==> config.mk <==
export PLATFORM = sky130hd
export DESIGN_NAME = cpu_bus_if
export DESIGN_NICKNAME = d
export VERILOG_FILES = /design/src/bus_if_pkg.sv /design/src/cpu_bus_if.sv
export SDC_FILE = /design/constraint.sdc
export NUM_CORES = 1
export LEC_CHECK = 0
export ABC_CLOCK_PERIOD_IN_PS = 4000
export BUFFER_PORTS_ARGS = -buffer_cell sky130_fd_sc_hd__buf_4
export CAP_MARGIN = 20
export CORE_ASPECT_RATIO = 1.25
export CORE_MARGIN = 10
export CORE_UTILIZATION = 50
export CTS_CLUSTER_DIAMETER = 50
export DETAILED_ROUTE_END_ITERATION = 16
export HOLD_SLACK_MARGIN = 0.15
export PLACE_DENSITY = 0.91
export SYNTH_ARGS = -nofsm -noshare
export SYNTH_HDL_FRONTEND = slang
export SYNTH_SLANG_ARGS = --single-unit
==> constraint.sdc <==
create_clock -name i_clk -period 4 [get_ports i_clk]
set_input_delay 0.4 -clock i_clk [delete_from_list [all_inputs] [get_ports i_clk]]
set_output_delay 0.4 -clock i_clk [all_outputs]
set_load 0.01 [all_outputs]
==> src/bus_if_pkg.sv <==
package bus_if_pkg;
	localparam logic [1:0] ST_HALT = 2'h0;
	localparam logic [1:0] ST_WRITE = 2'h1;
	localparam logic [1:0] ST_READ = 2'h2;
	localparam logic [1:0] ST_FETCH = 2'h3;
	localparam logic [15:0] VEC_TRAP = 16'h0024;
	localparam logic [15:0] VEC_R55 = 16'h002c;
	localparam logic [15:0] VEC_R65 = 16'h0034;
	localparam logic [15:0] VEC_R75 = 16'h003c;
	localparam logic [15:0] VEC_NONE = 16'h0000;
	// mask-set word fields
	localparam int SIM_MSK_LO = 0;
	localparam int SIM_MSE = 3;
	localparam int SIM_R75_CLR = 4;
	localparam int SIM_SOE = 6;
	localparam int SIM_SOD = 7;
	localparam logic [2:0] MASK_RST = 3'h7;
	localparam logic IE_RST = 1'b0;
	localparam logic GRANT_RST = 1'b0;
	localparam logic SOD_RST = 1'b0;
	localparam logic [7:0] RDATA_RST = 8'h00;
	localparam logic [6:0] SYNC_RST = 7'h00;

	typedef enum logic [2:0] {S_IDLE, S_T1, S_T2, S_TW, S_T3, S_HACK, S_HOLD, S_RETAKE} bus_st_e;

	typedef struct packed {
		logic [1:0] kind;
		logic io;
		logic [15:0] addr;
		logic [7:0] wdata;
	} bus_req_s;

	typedef struct packed {
		logic trap;
		logic r75;
		logic r65;
		logic r55;
		logic general_interrupt_request;
	} irq_in_s;

	typedef struct packed {
		logic take;
		logic general;
		logic [15:0] vector;
	} irq_out_s;

	typedef struct packed {
		logic ctl_oe;
		logic [7:0] high_address_bus;
		logic [7:0] ad_out;
		logic ad_oe;
		logic ale;
		logic rd_n;
		logic wr_n;
		logic interrupt_acknowledge_n;
		logic io_m;
		logic [1:0] bus_cycle_status;
	} bus_pins_s;
endpackage : bus_if_pkg

==> src/cpu_bus_if.sv <==
// Summary of operation
// RULE_01: upper address carries memory address high byte, or port number in io cycles.
// RULE_02: shared lines carry low address in first clock, data in later clocks.
// RULE_03: latch strobe pulses in first clock; peripherals latch on its fall.
// RULE_04: address, data, strobes and io select float while halted or granted.
// RULE_05: status encodes 00 halt, 01 write, 10 read, 11 fetch.
// RULE_06: read strobe low while the addressed location must drive data in.
// RULE_07: write data stays valid through the write strobe trailing edge.
// RULE_08: wait clocks inserted while ready samples low, then cycle completes.
// RULE_09: hold, ready and interrupt inputs pass through synchronizers first.
// RULE_10: hold releases buses after current cycle; retaken only after request drops.
// RULE_11: grant rises before bus floats next clock; retake half clock after grant falls.
// RULE_12: general request sampled only in last instruction clock; suppresses increment.
// RULE_13: interrupt enable cleared by reset and on every accepted interrupt.
// RULE_14: acknowledge strobe replaces read strobe in next cycle after general interrupt.
// RULE_15: restarts sampled like general request; priority 7.5, 6.5, 5.5, general.
// RULE_16: trap ignores masks and enable, highest priority of all.
// RULE_17: reset zeroes program counter, clears enable and grant, keeps other state; code also sets all masks, clears serial output and 7.5 latch.
// RULE_18: reset output asserted, clock synchronous, while reset is applied.
// RULE_19: mask read copies serial input into accumulator bit 7.
// RULE_20: serial output changes only by mask set instruction, held otherwise; code also clears it on reset.
// RULE_21: io select high for io space, low for memory.
// RULE_22: processor clock is oscillator halved, two nonoverlapping phases, second output.
// RULE_23: vectors trap 24, 5.5 2c, 6.5 34, 7.5 3c hex.
// RULE_24: 5.5 and 6.5 level sensitive; 7.5 rising edge latched until cleared.
// RULE_25: trap needs level held, and a new rising edge to recur.
module cpu_bus_if (
	input wire logic i_clk,
	input wire logic i_srst,
	input wire logic i_ce,
	input wire logic i_req_valid,
	input wire bus_if_pkg::bus_req_s i_req,
	output logic o_req_ready,
	output logic [7:0] o_rdata,
	output logic o_done,
	input wire logic i_halt,
	input wire logic [7:0] i_ad,
	output bus_if_pkg::bus_pins_s o_bus,
	input wire logic i_ready,
	input wire logic i_hold,
	output logic o_bus_grant,
	input wire bus_if_pkg::irq_in_s i_irq,
	input wire logic i_last_clk,
	input wire logic i_ie_set,
	input wire logic i_ie_clr,
	output logic o_ie,
	output bus_if_pkg::irq_out_s o_irq,
	input wire logic i_sim_wr,
	input wire logic [7:0] i_sim_data,
	input wire logic i_rim,
	output logic [7:0] o_rim_data,
	input wire logic i_serial_in_line,
	output logic o_serial_out_line,
	output logic o_reset_out,
	output logic o_phi1,
	output logic o_sys_clk
);
	import bus_if_pkg::*;

	logic phase_q;
	logic tick;
	logic [6:0] sync1_q;
	logic [6:0] sync2_q;
	logic hold_s;
	logic rdy_s;
	irq_in_s irq_s;
	bus_st_e st_q;
	bus_req_s req_q;
	logic interrupt_acknowledge_n_cyc_q;
	logic grant_q;
	logic flt;
	logic active;
	logic strobe;
	logic is_wr;
	logic ie_q;
	logic [2:0] mask_q;
	logic r75_q;
	logic trap_arm_q;
	logic [1:0] prev_q;
	logic interrupt_acknowledge_n_pend_q;
	logic sod_q;
	logic reset_out_q;
	logic [7:0] rdata_q;
	logic [7:0] rim_q;
	logic done_q;
	irq_out_s irq_q;
	irq_out_s irq_d;
	logic trap_pend;
	logic p75;
	logic p65;
	logic p55;
	logic pint;
	logic accept;

	// half-rate processor clock
	always_ff @(posedge i_clk) begin
		if (i_srst) begin
			phase_q <= 1'b0;
		end else if (i_ce) begin
			phase_q <= ~phase_q; // see RULE_22
		end
	end
	assign tick = i_ce & phase_q;
	assign o_phi1 = ~phase_q;
	assign o_sys_clk = phase_q; // see RULE_22

	// two-stage synchronizers
	always_ff @(posedge i_clk) begin
		if (i_srst) begin
			sync1_q <= SYNC_RST;
			sync2_q <= SYNC_RST;
		end else if (i_ce) begin
			sync1_q <= {i_hold, i_ready, i_irq}; // see RULE_09
			sync2_q <= sync1_q;
		end
	end
	assign hold_s = sync2_q[6];
	assign rdy_s = sync2_q[5];
	assign irq_s = irq_in_s'(sync2_q[4:0]);

	// machine cycle sequencer
	always_ff @(posedge i_clk) begin
		if (i_srst) begin
			st_q <= S_IDLE;
		end else if (tick) begin
			unique case (st_q)
				S_IDLE: begin
					if (hold_s) begin
						st_q <= S_HACK; // see RULE_10
					end else if (i_req_valid && !i_halt) begin
						st_q <= S_T1;
					end
				end
				S_T1: st_q <= S_T2;
				S_T2, S_TW: st_q <= rdy_s ? S_T3 : S_TW; // see RULE_08
				S_T3: st_q <= S_IDLE;
				S_HACK: st_q <= S_HOLD; // see RULE_11
				S_HOLD: begin
					if (!hold_s) begin
						st_q <= S_RETAKE; // see RULE_10
					end
				end
				S_RETAKE: st_q <= S_IDLE;
			endcase
		end
	end
	assign o_req_ready = tick && st_q == S_IDLE && !hold_s && !i_halt;

	// request capture
	always_ff @(posedge i_clk) begin
		if (i_srst) begin
			req_q <= '0;
			interrupt_acknowledge_n_cyc_q <= 1'b0;
		end else if (o_req_ready && i_req_valid) begin
			req_q <= i_req;
			interrupt_acknowledge_n_cyc_q <= interrupt_acknowledge_n_pend_q && i_req.kind != ST_WRITE; // see RULE_14
		end
	end

	// grant flag
	always_ff @(posedge i_clk) begin
		if (i_srst) begin
			grant_q <= GRANT_RST; // see RULE_17
		end else if (tick) begin
			if (st_q == S_IDLE && hold_s) begin
				grant_q <= 1'b1; // see RULE_11
			end else if (st_q == S_HOLD && !hold_s) begin
				grant_q <= 1'b0;
			end
		end
	end
	assign o_bus_grant = grant_q;

	// read data and completion
	always_ff @(posedge i_clk) begin
		if (i_srst) begin
			rdata_q <= RDATA_RST;
			done_q <= 1'b0;
		end else if (i_ce) begin
			done_q <= tick && st_q == S_T3;
			if (!phase_q && st_q == S_T3 && !is_wr) begin
				rdata_q <= i_ad;
			end
		end
	end
	assign o_rdata = rdata_q;
	assign o_done = done_q;

	// pin drive
	assign flt = st_q == S_HOLD || (st_q == S_RETAKE && !phase_q) || (i_halt && st_q == S_IDLE); // see RULE_04
	assign active = st_q == S_T2 || st_q == S_TW || st_q == S_T3;
	assign strobe = active && !(st_q == S_T3 && phase_q); // see RULE_07
	assign is_wr = req_q.kind == ST_WRITE;
	always_comb begin
		o_bus.ctl_oe = !flt;
		o_bus.high_address_bus = req_q.io ? req_q.addr[7:0] : req_q.addr[15:8]; // see RULE_01
		o_bus.ad_out = (st_q == S_T1) ? req_q.addr[7:0] : req_q.wdata; // see RULE_02
		o_bus.ad_oe = !flt && (st_q == S_T1 || (is_wr && active)); // see RULE_07
		o_bus.ale = !flt && st_q == S_T1; // see RULE_03
		o_bus.rd_n = !(strobe && !is_wr && !interrupt_acknowledge_n_cyc_q); // see RULE_06
		o_bus.wr_n = !(strobe && is_wr);
		o_bus.interrupt_acknowledge_n = !(strobe && interrupt_acknowledge_n_cyc_q); // see RULE_14
		o_bus.io_m = req_q.io; // see RULE_21
		o_bus.bus_cycle_status = (i_halt && st_q == S_IDLE) ? ST_HALT : req_q.kind; // see RULE_05
	end

	// interrupt arbitration
	assign trap_pend = trap_arm_q && irq_s.trap; // see RULE_25
	assign p75 = r75_q && !mask_q[2] && ie_q;
	assign p65 = irq_s.r65 && !mask_q[1] && ie_q;
	assign p55 = irq_s.r55 && !mask_q[0] && ie_q;
	assign pint = irq_s.general_interrupt_request && ie_q;
	always_comb begin
		irq_d = '0;
		if (trap_pend) begin
			irq_d.vector = VEC_TRAP; // see RULE_16
		end else if (p75) begin
			irq_d.vector = VEC_R75; // see RULE_15
		end else if (p65) begin
			irq_d.vector = VEC_R65; // see RULE_23
		end else if (p55) begin
			irq_d.vector = VEC_R55;
		end else begin
			irq_d.vector = VEC_NONE;
			irq_d.general = pint;
		end
		irq_d.take = trap_pend | p75 | p65 | p55 | pint;
	end
	assign accept = i_ce && i_last_clk && irq_d.take; // see RULE_12

	always_ff @(posedge i_clk) begin
		if (i_srst) begin
			irq_q <= '0;
		end else if (i_ce) begin
			irq_q <= i_last_clk ? irq_d : '0;
		end
	end
	assign o_irq = irq_q;

	always_ff @(posedge i_clk) begin
		if (i_srst) begin
			ie_q <= IE_RST; // see RULE_13
		end else if (accept) begin
			ie_q <= 1'b0;
		end else if (i_ce && i_ie_set) begin
			ie_q <= 1'b1;
		end else if (i_ce && i_ie_clr) begin
			ie_q <= 1'b0;
		end
	end
	assign o_ie = ie_q;

	always_ff @(posedge i_clk) begin
		if (i_srst) begin
			interrupt_acknowledge_n_pend_q <= 1'b0;
		end else if (accept && irq_d.general) begin
			interrupt_acknowledge_n_pend_q <= 1'b1; // see RULE_14
		end else if (o_req_ready && i_req_valid && i_req.kind != ST_WRITE) begin
			interrupt_acknowledge_n_pend_q <= 1'b0;
		end
	end

	// edge latches, set wins
	always_ff @(posedge i_clk) begin
		if (i_srst) begin
			prev_q <= 2'h0;
			r75_q <= 1'b0;
			trap_arm_q <= 1'b0;
		end else if (i_ce) begin
			prev_q <= {irq_s.trap, irq_s.r75};
			if (irq_s.r75 && !prev_q[0]) begin
				r75_q <= 1'b1; // see RULE_24
			end else if ((accept && !trap_pend && p75) || (i_sim_wr && i_sim_data[SIM_R75_CLR])) begin
				r75_q <= 1'b0;
			end
			if (irq_s.trap && !prev_q[1]) begin
				trap_arm_q <= 1'b1; // see RULE_25
			end else if (accept && trap_pend) begin
				trap_arm_q <= 1'b0;
			end
		end
	end

	// masks, serial lines
	always_ff @(posedge i_clk) begin
		if (i_srst) begin
			mask_q <= MASK_RST;
			sod_q <= SOD_RST;
			rim_q <= 8'h00;
		end else if (i_ce) begin
			if (i_sim_wr && i_sim_data[SIM_MSE]) begin
				mask_q <= i_sim_data[SIM_MSK_LO +: 3];
			end
			if (i_sim_wr && i_sim_data[SIM_SOE]) begin
				sod_q <= i_sim_data[SIM_SOD]; // see RULE_20
			end
			if (i_rim) begin
				rim_q <= {i_serial_in_line, r75_q, irq_s.r65, irq_s.r55, ie_q, mask_q}; // see RULE_19
			end
		end
	end
	assign o_serial_out_line = sod_q;
	assign o_rim_data = rim_q;

	always_ff @(posedge i_clk) begin
		reset_out_q <= i_srst; // see RULE_18
	end
	assign o_reset_out = reset_out_q; // see RULE_18
endmodule : cpu_bus_if

---- Yosys cells after proc, flatten, opt, wreduce, memory -nomap -nowiden ----
Cells that the tools add are included.
cells by class
  eq/ne operators ......................... 11
  multiplexer cells ....................... 27
  bitwise logic cells ..................... 6
  reduce and logical (&&, ||, !) cells .... 83
operators with widths
  kind                                                                      number
  1-bit logical AND                                                         44
  6-bit two-way mux                                                         4
  18-bit two-way mux                                                        1
  3-bit case mux with 6 select lines                                        1
  1-bit logical NOT                                                         16
  8-bit two-way mux                                                         2
  1-bit two-way mux                                                         14
  2-bit AND reduction                                                       7
  3-bit equality test (second input constant)                               4
  3-bit two-way mux                                                         4
  2-bit nonzero test                                                        5
  3-bit by 2-bit equality test with 1-bit output (second input constant)    2
  1-bit logical OR                                                          6
  2-bit OR reduction                                                        3
  1-bit OR                                                                  4
  3-bit by 1-bit equality test with 1-bit output (second input constant)    1
  3-bit logical NOT                                                         1
  3-bit inequality test (second input constant)                             1
  3-bit AND reduction                                                       1
  2-bit by 1-bit equality test with 1-bit output (second input constant)    1
  2-bit two-way mux                                                         1
  2-bit by 1-bit inequality test with 1-bit output (second input constant)  1
  2-bit inequality test (second input constant)                             1
  1-bit AND                                                                 1
  1-bit NOT                                                                 1
word-level totals
  bits in registers ....................... 93
  output and inout bits ................... 67
  word-level logic and storage cells ...... 151

---- Logic depth before layout (Yosys ltp) ----
Gate-level depths: netlist (run 1).
  depth in word-level cells ............... 13
  mapped depth ............................ 8
  depth with buffers taken out ............ 4

---- Worst setup path before layout (run 1) ----
No wires, ideal clock.
  path kind ............................... reg2out
  start ................................... reg st_q[0]
  end ..................................... out o_bus[10] (netlist bit)
  data arrival time ....................... 1.337 ns
  data required time ...................... 3.600 ns
  setup slack ............................. 2.263 ns
  stages on the path, launching flop included .. 5
  cell sequence ........................... dfxtp_1 and2b_1 and2_1 buf_2 mux2_1
RTL lines
  item                    RTL line           RTL
  from (decl)             cpu_bus_if.sv:67   bus_st_e st_q;
  from (signal assigned)  cpu_bus_if.sv:135  S_T2, S_TW: st_q <= rdy_s ? S_T3 : S_TW;
  to (decl)               cpu_bus_if.sv:38   output bus_if_pkg::bus_pins_s o_bus,

==> results of run 1 <==
## synth_stat cells, types with 3 or more instances
master and n:
buf_4 16, dfxtp_1 80, mux2i_1 28, a21o_1 3, clkbuf_1 12, nor2b_1 8, o21ai_0 3, nand2_1 74
nand2b_1 6, a21oi_2 10, a211oi_1 3, nor3_1 3, a21oi_1 39, nand2_2 4, inv_1 4, buf_2 8
mux2_2 13, nand3_1 16, mux2_1 3, nor2_1 31, a31oi_1 4
## worst max-delay path, stage by stage (launching register included)
cell     delay [ns]
dfxtp_1        0.46
and2b_1        0.32
and2_1         0.43
mux2_2         0.40
buf_4          0.15
## cell type report
type	instances	area, sq um
multi-input cells	283	1670
fillers	572	2410
well taps	90	113
inverters	4	15.0
repair buffers	114	856
clock inverters	5	80.1
flip-flops and latches	80	1600
clock buffers	11	141
## flip-flops by register name, summed over array words and instances (netlist names), 2 cells and up
name,flops
sync1_q,7
st_q,3
o_irq,5
o_rim_data,8
mask_q,3
prev_q,2
o_rdata,8
sync2_q,7
req_q,26
## metrics by stage
step | hold WS (ns) | instance area, sq um | power [mW] | cells | worst slack, ns
3_3_place_gp | 0.440 | 4260 | 1.00 | 571 | 1.84
6_report | 0.273 | 4480 | 1.65 | 587 | 1.50
5_1_grt | 0.276 | 4480 | 1.70 | 587 | 1.39
2_1_floorplan | 0.428 | 3540 | 0.940 | 407 | 2.26
4_1_cts | 0.264 | 4480 | 1.65 | 587 | 1.50
3_5_place_dp | 0.447 | 4260 | 1.01 | 571 | 1.78
## power by group through the flow
stage	logic, mW	clock network [mW]	registers [mW]
finish	0.156	0.658	0.832
global route	0.171	0.698	0.835
detailed placement	0.157	0	0.850
floorplan	0.0932	0	0.846
global placement	0.152	0	0.849
CTS	0.157	0.665	0.832
## final timing paths
path	depth (start not counted)	endpoint	start
setup / recovery	4	o_bus[13]	st_q[1]
hold / removal	3	mask_q[0]	i_sim_data[0]
setup reg to reg	4	o_rdata[4]	st_q[2]
hold reg to reg	2	o_rim_data[7]	o_rim_data[7]
## routing by layer
metal  GRT usage (%)  up-vias  wire length [um]
li1                -     1502                 -
met2            28.9       90              4720
met4            5.20        0                96
met5               0        -                 0
met1            18.0     1445              3750
met3            5.39       11               661
## cell families after synthesis
logic type / Yosys count / share of synthesized area, %
other: 1 / 0.107
muxes: 44 / 13.2
DFF: 80 / 45.8
and+or+nand+nor: 157 / 20.9
buffers and inverters: 44 / 7.52
AOI/OAI and AO/OA: 69 / 12.2
xor gates and xnor gates: 1 / 0.251
==> flow_summary.ini, run 1 <==
[clock_tree]
cts_max_level = 3
cts_buffers = 9
cts_resized = 0
cts.sinks = 80
cts_setup_buffers = 0
cts_tree = yes
clock_latency_ns = 0.35
hold_buffers = 0
clk_path_buf_depth = 2
clockRootBuffer = clkbuf_8
clk_pin_slew_ns = 0.09

[route]
routedWlPerCell_um = 15.7
drcViolationCount = 0
vias = 3048
dr.pass1.iters = 4
vias_per_cell = 5.19
drt_iter0_markers = 125
final_antenna_net_count = 0
drt-total-wl_um = 9230

[floorplan]
die_h_um = 113
die_x_um = 94.8
fp-row-count = 34
initial_utilization_pct = 50.7
dieArea_sq_um = 10800
core_area_sq_um = 6890
ioPinCount = 128

[worst_setup_path]
critPathKind = reg2out
cp_max_fo = 13
required_ns = 3.60
critical_path_arrival_ns = 2.10
end_kind = output pin
ff2ff_setup_slack_ns = 1.82
startpoint_type = flip-flop

[sta]
clock.fmax_mhz = 400
setup_viol = 0
setup_tns_ns = 0
finClkSkew_ns = 0.0153
rsz0062_at_grt = false
fin_crit_sh_pct = 62.5
worst_slew_pin_slew_ns = 0.846
maxSlewHeadroom_pct = 43.6
layout_min_cycle_time_ns = 2.50
hold_viol = 0
drv_slew = 0

[worst_hold_path]
hold_path.class = in2reg

[layout]
layout.cells.most_common = buf_4
nets = 553
drive_above_1_share_pct = 32.0
syn_to_final_growth_pct = 28.1
antenna_cells = 0
fin_util_pct = 65.0
layout_common_cells = buf_4, dfxtp_1, nand2_1

[place]
dp_hpwl_um = 6770
port_buffers = 114
gp_congestion = 0.828

[pwr]
pwr-share-comb_pct = 9.5
p_int_mw = 1.26
switchingPower_mw = 0.383
pwr-share-clk_pct = 40.0
powerDensity_nw_per_um2 = 367
ir_drop_v = 0.000245
p_leak_nw = 1.96
netSwitchingFraction_pct = 23.3
seq_power_share_pct = 50.5

[synthesis]
ys_types = 44
yosysTopAreaCell = dfxtp_1
synth-seq-area-share_pct = 45.8
synth_cells = 396
ys_top_cells_by_area = dfxtp_1, mux2i_1, nand2_1, a21oi_1, mux2_2
synth-edff-count = 0
netlist_area_sq_um = 3500
synth_top_area_share_pct = 45.8
ys_ff_latch = 80
ys.warnings.count = 0
syn_avg_cell_area_sq_um = 8.83
async_flop_share_pct = 0
synthFlopType = dfxtp_1

[global_route]
grt_max_degree = 81
first_global_vias = 3029
antenna_found_initial = 0
globalRoute.totalOverflow = 0
grt_use_total_pct = 16.4
grt_pass1_wl_um = 14500

[flow_run]
cap_violations = 0

[outcome]
status = finished clean
(Power assumes the default switching activity.)
==> inputs of run 2 (changes only) <==
==> config.mk (replaced) <==
export PLATFORM = sky130hd
export DESIGN_NAME = cpu_bus_if
export DESIGN_NICKNAME = d
export VERILOG_FILES = /design/src/bus_if_pkg.sv /design/src/cpu_bus_if.sv
export SDC_FILE = /design/constraint.sdc
export NUM_CORES = 1
export LEC_CHECK = 0
export ABC_AREA = 1
export ABC_CLOCK_PERIOD_IN_PS = 2500
export BUFFER_PORTS_ARGS = -buffer_cell sky130_fd_sc_hd__buf_4
export CAP_MARGIN = 20
export CORE_ASPECT_RATIO = 1.25
export CORE_MARGIN = 10
export CORE_UTILIZATION = 49
export CTS_CLUSTER_DIAMETER = 50
export DETAILED_ROUTE_END_ITERATION = 16
export HOLD_SLACK_MARGIN = 0.15
export PLACE_DENSITY = 0.89
export SYNTH_ARGS = -nofsm -noshare
export SYNTH_HDL_FRONTEND = slang
export SYNTH_SLANG_ARGS = --single-unit
==> constraint.sdc (replaced) <==
create_clock -name i_clk -period 2.5 [get_ports i_clk]
set_input_delay 0.25 -clock i_clk [delete_from_list [all_inputs] [get_ports i_clk]]
set_output_delay 0.25 -clock i_clk [all_outputs]
set_load 0.01 [all_outputs]
==> run 2 against run 1 <==
Compared with the run above:
- routed wire length increased by 8.7%
- highest routed layer unchanged
- clock-buffer cell count decreased by 2
- non-clock buffer count increased by 15
- sequential share of layout area decreased by 0.56 points
- via count increased by 13%
- critical path depth unchanged
- combinational power increased by 99%
- largest cell class is now registers
- utilization increased by 0.63 points
- critical path type unchanged
- flip-flop and latch count unchanged
- final cell count increased by 16%
- total power increased by 54%
==> flow_summary.ini, run 2 <==
[outcome]
status = finished clean

[synthesis]
netlist_area_sq_um = 3480
synth-edff-count = 0
synth_top_area_share_pct = 46.1
ys.warnings.count = 0
synthFlopType = dfxtp_1
synth_cells = 472
ys_ff_latch = 80
yosysTopAreaCell = dfxtp_1
synth-seq-area-share_pct = 46.1
ys_types = 30
synth_common_cells = dfxtp_1, nand2_1, o21ai_0, a21oi_1, nor2_1
syn_avg_cell_area_sq_um = 7.36
synth_most_common_cell = dfxtp_1
ys_top_cells_by_area = dfxtp_1, o21ai_0, nand2_1, a21oi_1, nor2_1
async_flop_share_pct = 0

[clock_tree]
hold_buffers = 12
cts_buffers = 9
cts_max_level = 3
cts_setup_buffers = 0
clockRootBuffer = clkbuf_8
cts.sinks = 80
cts_resized = 0
cts_tree = yes
clk_pin_slew_ns = 0.08
clk_path_buf_depth = 2
clock_latency_ns = 0.36

[floorplan]
fp-row-count = 34
core_area_sq_um = 6930
die_x_um = 95.3
dieArea_sq_um = 10900
ioPinCount = 128
die_h_um = 114
initial_utilization_pct = 50.1

[global_route]
first_global_vias = 3276
grt_max_degree = 46
globalRoute.totalOverflow = 0
grt_pass1_wl_um = 15400
antenna_found_initial = 0
grt_use_total_pct = 17.4

[layout]
fillers = 595
largest-register = req_q
antenna_cells = 0
layout_common_cells = buf_4, dfxtp_1, nand2_1
fin_util_pct = 65.6
drive_above_1_share_pct = 25.1
syn_to_final_growth_pct = 30.9
nets = 646
layout.cells.most_common = buf_4
largest_reg_flops = 26

[route]
vias = 3459
vias_per_cell = 5.09
drcViolationCount = 0
drt_iter0_markers = 121
routedWlPerCell_um = 14.7
dr.pass1.iters = 5
drt-total-wl_um = 10000
final_antenna_net_count = 0

[worst_setup_path]
cp_max_fo = 17
r2r_end = req_q[0]
critPathKind = reg2out
cp_slowest_cell = dfxtp_1
r2r-start = o_sys_clk
cp_slowest_stage_delay_ns = 0.46
cp_cell_sequence = nand2_1 > nor2_2 > o21ai_0 > buf_4
ff2ff_setup_slack_ns = 0.69
end_kind = output pin
r2r_cells = 7
critical_path_arrival_ns = 1.86
required_ns = 2.25
startpoint_type = flip-flop

[sta]
setup_tns_ns = 0
layout_min_cycle_time_ns = 2.11
maxSlewHeadroom_pct = 62.6
timing.final.ws_setup_ns = 0.395
worst_hold_slack_ns = 0.153
worst_slew_pin_slew_ns = 0.560
hold_viol = 0
rsz0062_at_grt = false
drv_slew = 0
fin_crit_sh_pct = 84.2
clock.fmax_mhz = 475
finClkSkew_ns = 0.00625
setup_viol = 0

[pwr]
p_leak_nw = 1.98
ir_drop_v = 0.000441
p_int_mw = 1.84
pwr-share-comb_pct = 12.3
power_mw = 2.53
powerDensity_nw_per_um2 = 556
switchingPower_mw = 0.694
netSwitchingFraction_pct = 27.4
pwr-share-clk_pct = 34.4
seq_power_share_pct = 53.3

[place]
post-place-ws_ns = 0.685
gp_congestion = 0.849
port_buffers = 114
dp_hpwl_um = 7310

[flow_run]
cap_violations = 0

[worst_hold_path]
hold_path_depth = 3
min_to = o_rim_data[7]
min-delay-start = i_serial_in_line
hold_path.class = in2reg
## run 2: cell count changes after synthesis, sizes merged, moves of 8 or more
cell   change
o21ai     +72
inv       +45
mux2i     -28
nor2      +23
mux2      -16
nand3     +10
nor2b      -8
## run 2: metal layers
layer / share of wire, % / routed length [um] / vias to the layer above / global-route usage, %
met5: 0 / 0 / - / 0
met4: 1.5 / 153 / 0 / 7.30
met3: 8.4 / 847 / 16 / 4.59
met2: 49 / 4890 / 140 / 29.7
met1: 41 / 4140 / 1568 / 19.9
li1: - / - / 1735 / -
## run 2: metrics by stage
stage | cells | instance area, sq um
after detailed placement | 652 | 4250
after CTS | 680 | 4550
after global routing | 680 | 4550
after floorplan | 483 | 3520
after global placement | 652 | 4250
final | 680 | 4550
## run 2: kinds of logic (layout without fill, tap and decap cells)
group | after synthesis | after routing | synth area share (%)
flip-flops | 80 | 80 | 46.1
buffers and inverters | 89 | 196 | 13.0
AO/OA/AOI/OAI | 134 | 134 | 19.7
other | 1 | 12 | 0.108
AND/OR/NAND/NOR | 168 | 168 | 21.1
## run 2: worst max path at each step
stage | from | end | slack, ns | cells after the start
6_report | st_q[0] | o_bus[15] | 0.39 | 4
5_1_grt | st_q[1] | o_bus[15] | 0.29 | 5
4_1_cts | st_q[0] | o_bus[15] | 0.39 | 4
3_5_place_dp | i_ce | req_q[0] | 0.68 | 8
3_3_place_gp | i_ce | req_q[4] | 0.74 | 8
2_1_floorplan | st_q[1] | o_bus[14] | 1.12 | 7
## run 2: layout make-up
type / count / area [sq um] / area share, %
multi-input combinational: 314 / 1460 / 32.1
clock buffer: 9 / 124 / 2.72
clock inverter: 7 / 55.1 / 1.21
tap: 90 / 113 / 2.47
inverter: 51 / 196 / 4.32
timing repair buffer: 129 / 998 / 21.9
sequential: 80 / 1600 / 35.2
## run 2: critical path, delay by kind of cell (launching register included)
kind | cells | cell delay (ns)
buffers and inverters | 1 | 0.19
flip-flops | 1 | 0.46
AND/OR/NAND/NOR | 2 | 0.62
AO/OA/AOI/OAI | 1 | 0.22
## run 2: power groups by stage
stage | registers, mW | logic [mW] | clock network, mW
2_1_floorplan | 1.38 | 0.164 | 0
3_3_place_gp | 1.37 | 0.287 | 0
3_5_place_dp | 1.38 | 0.294 | 0
4_1_cts | 1.35 | 0.311 | 0.881
5_1_grt | 1.35 | 0.345 | 0.937
6_report | 1.35 | 0.311 | 0.871
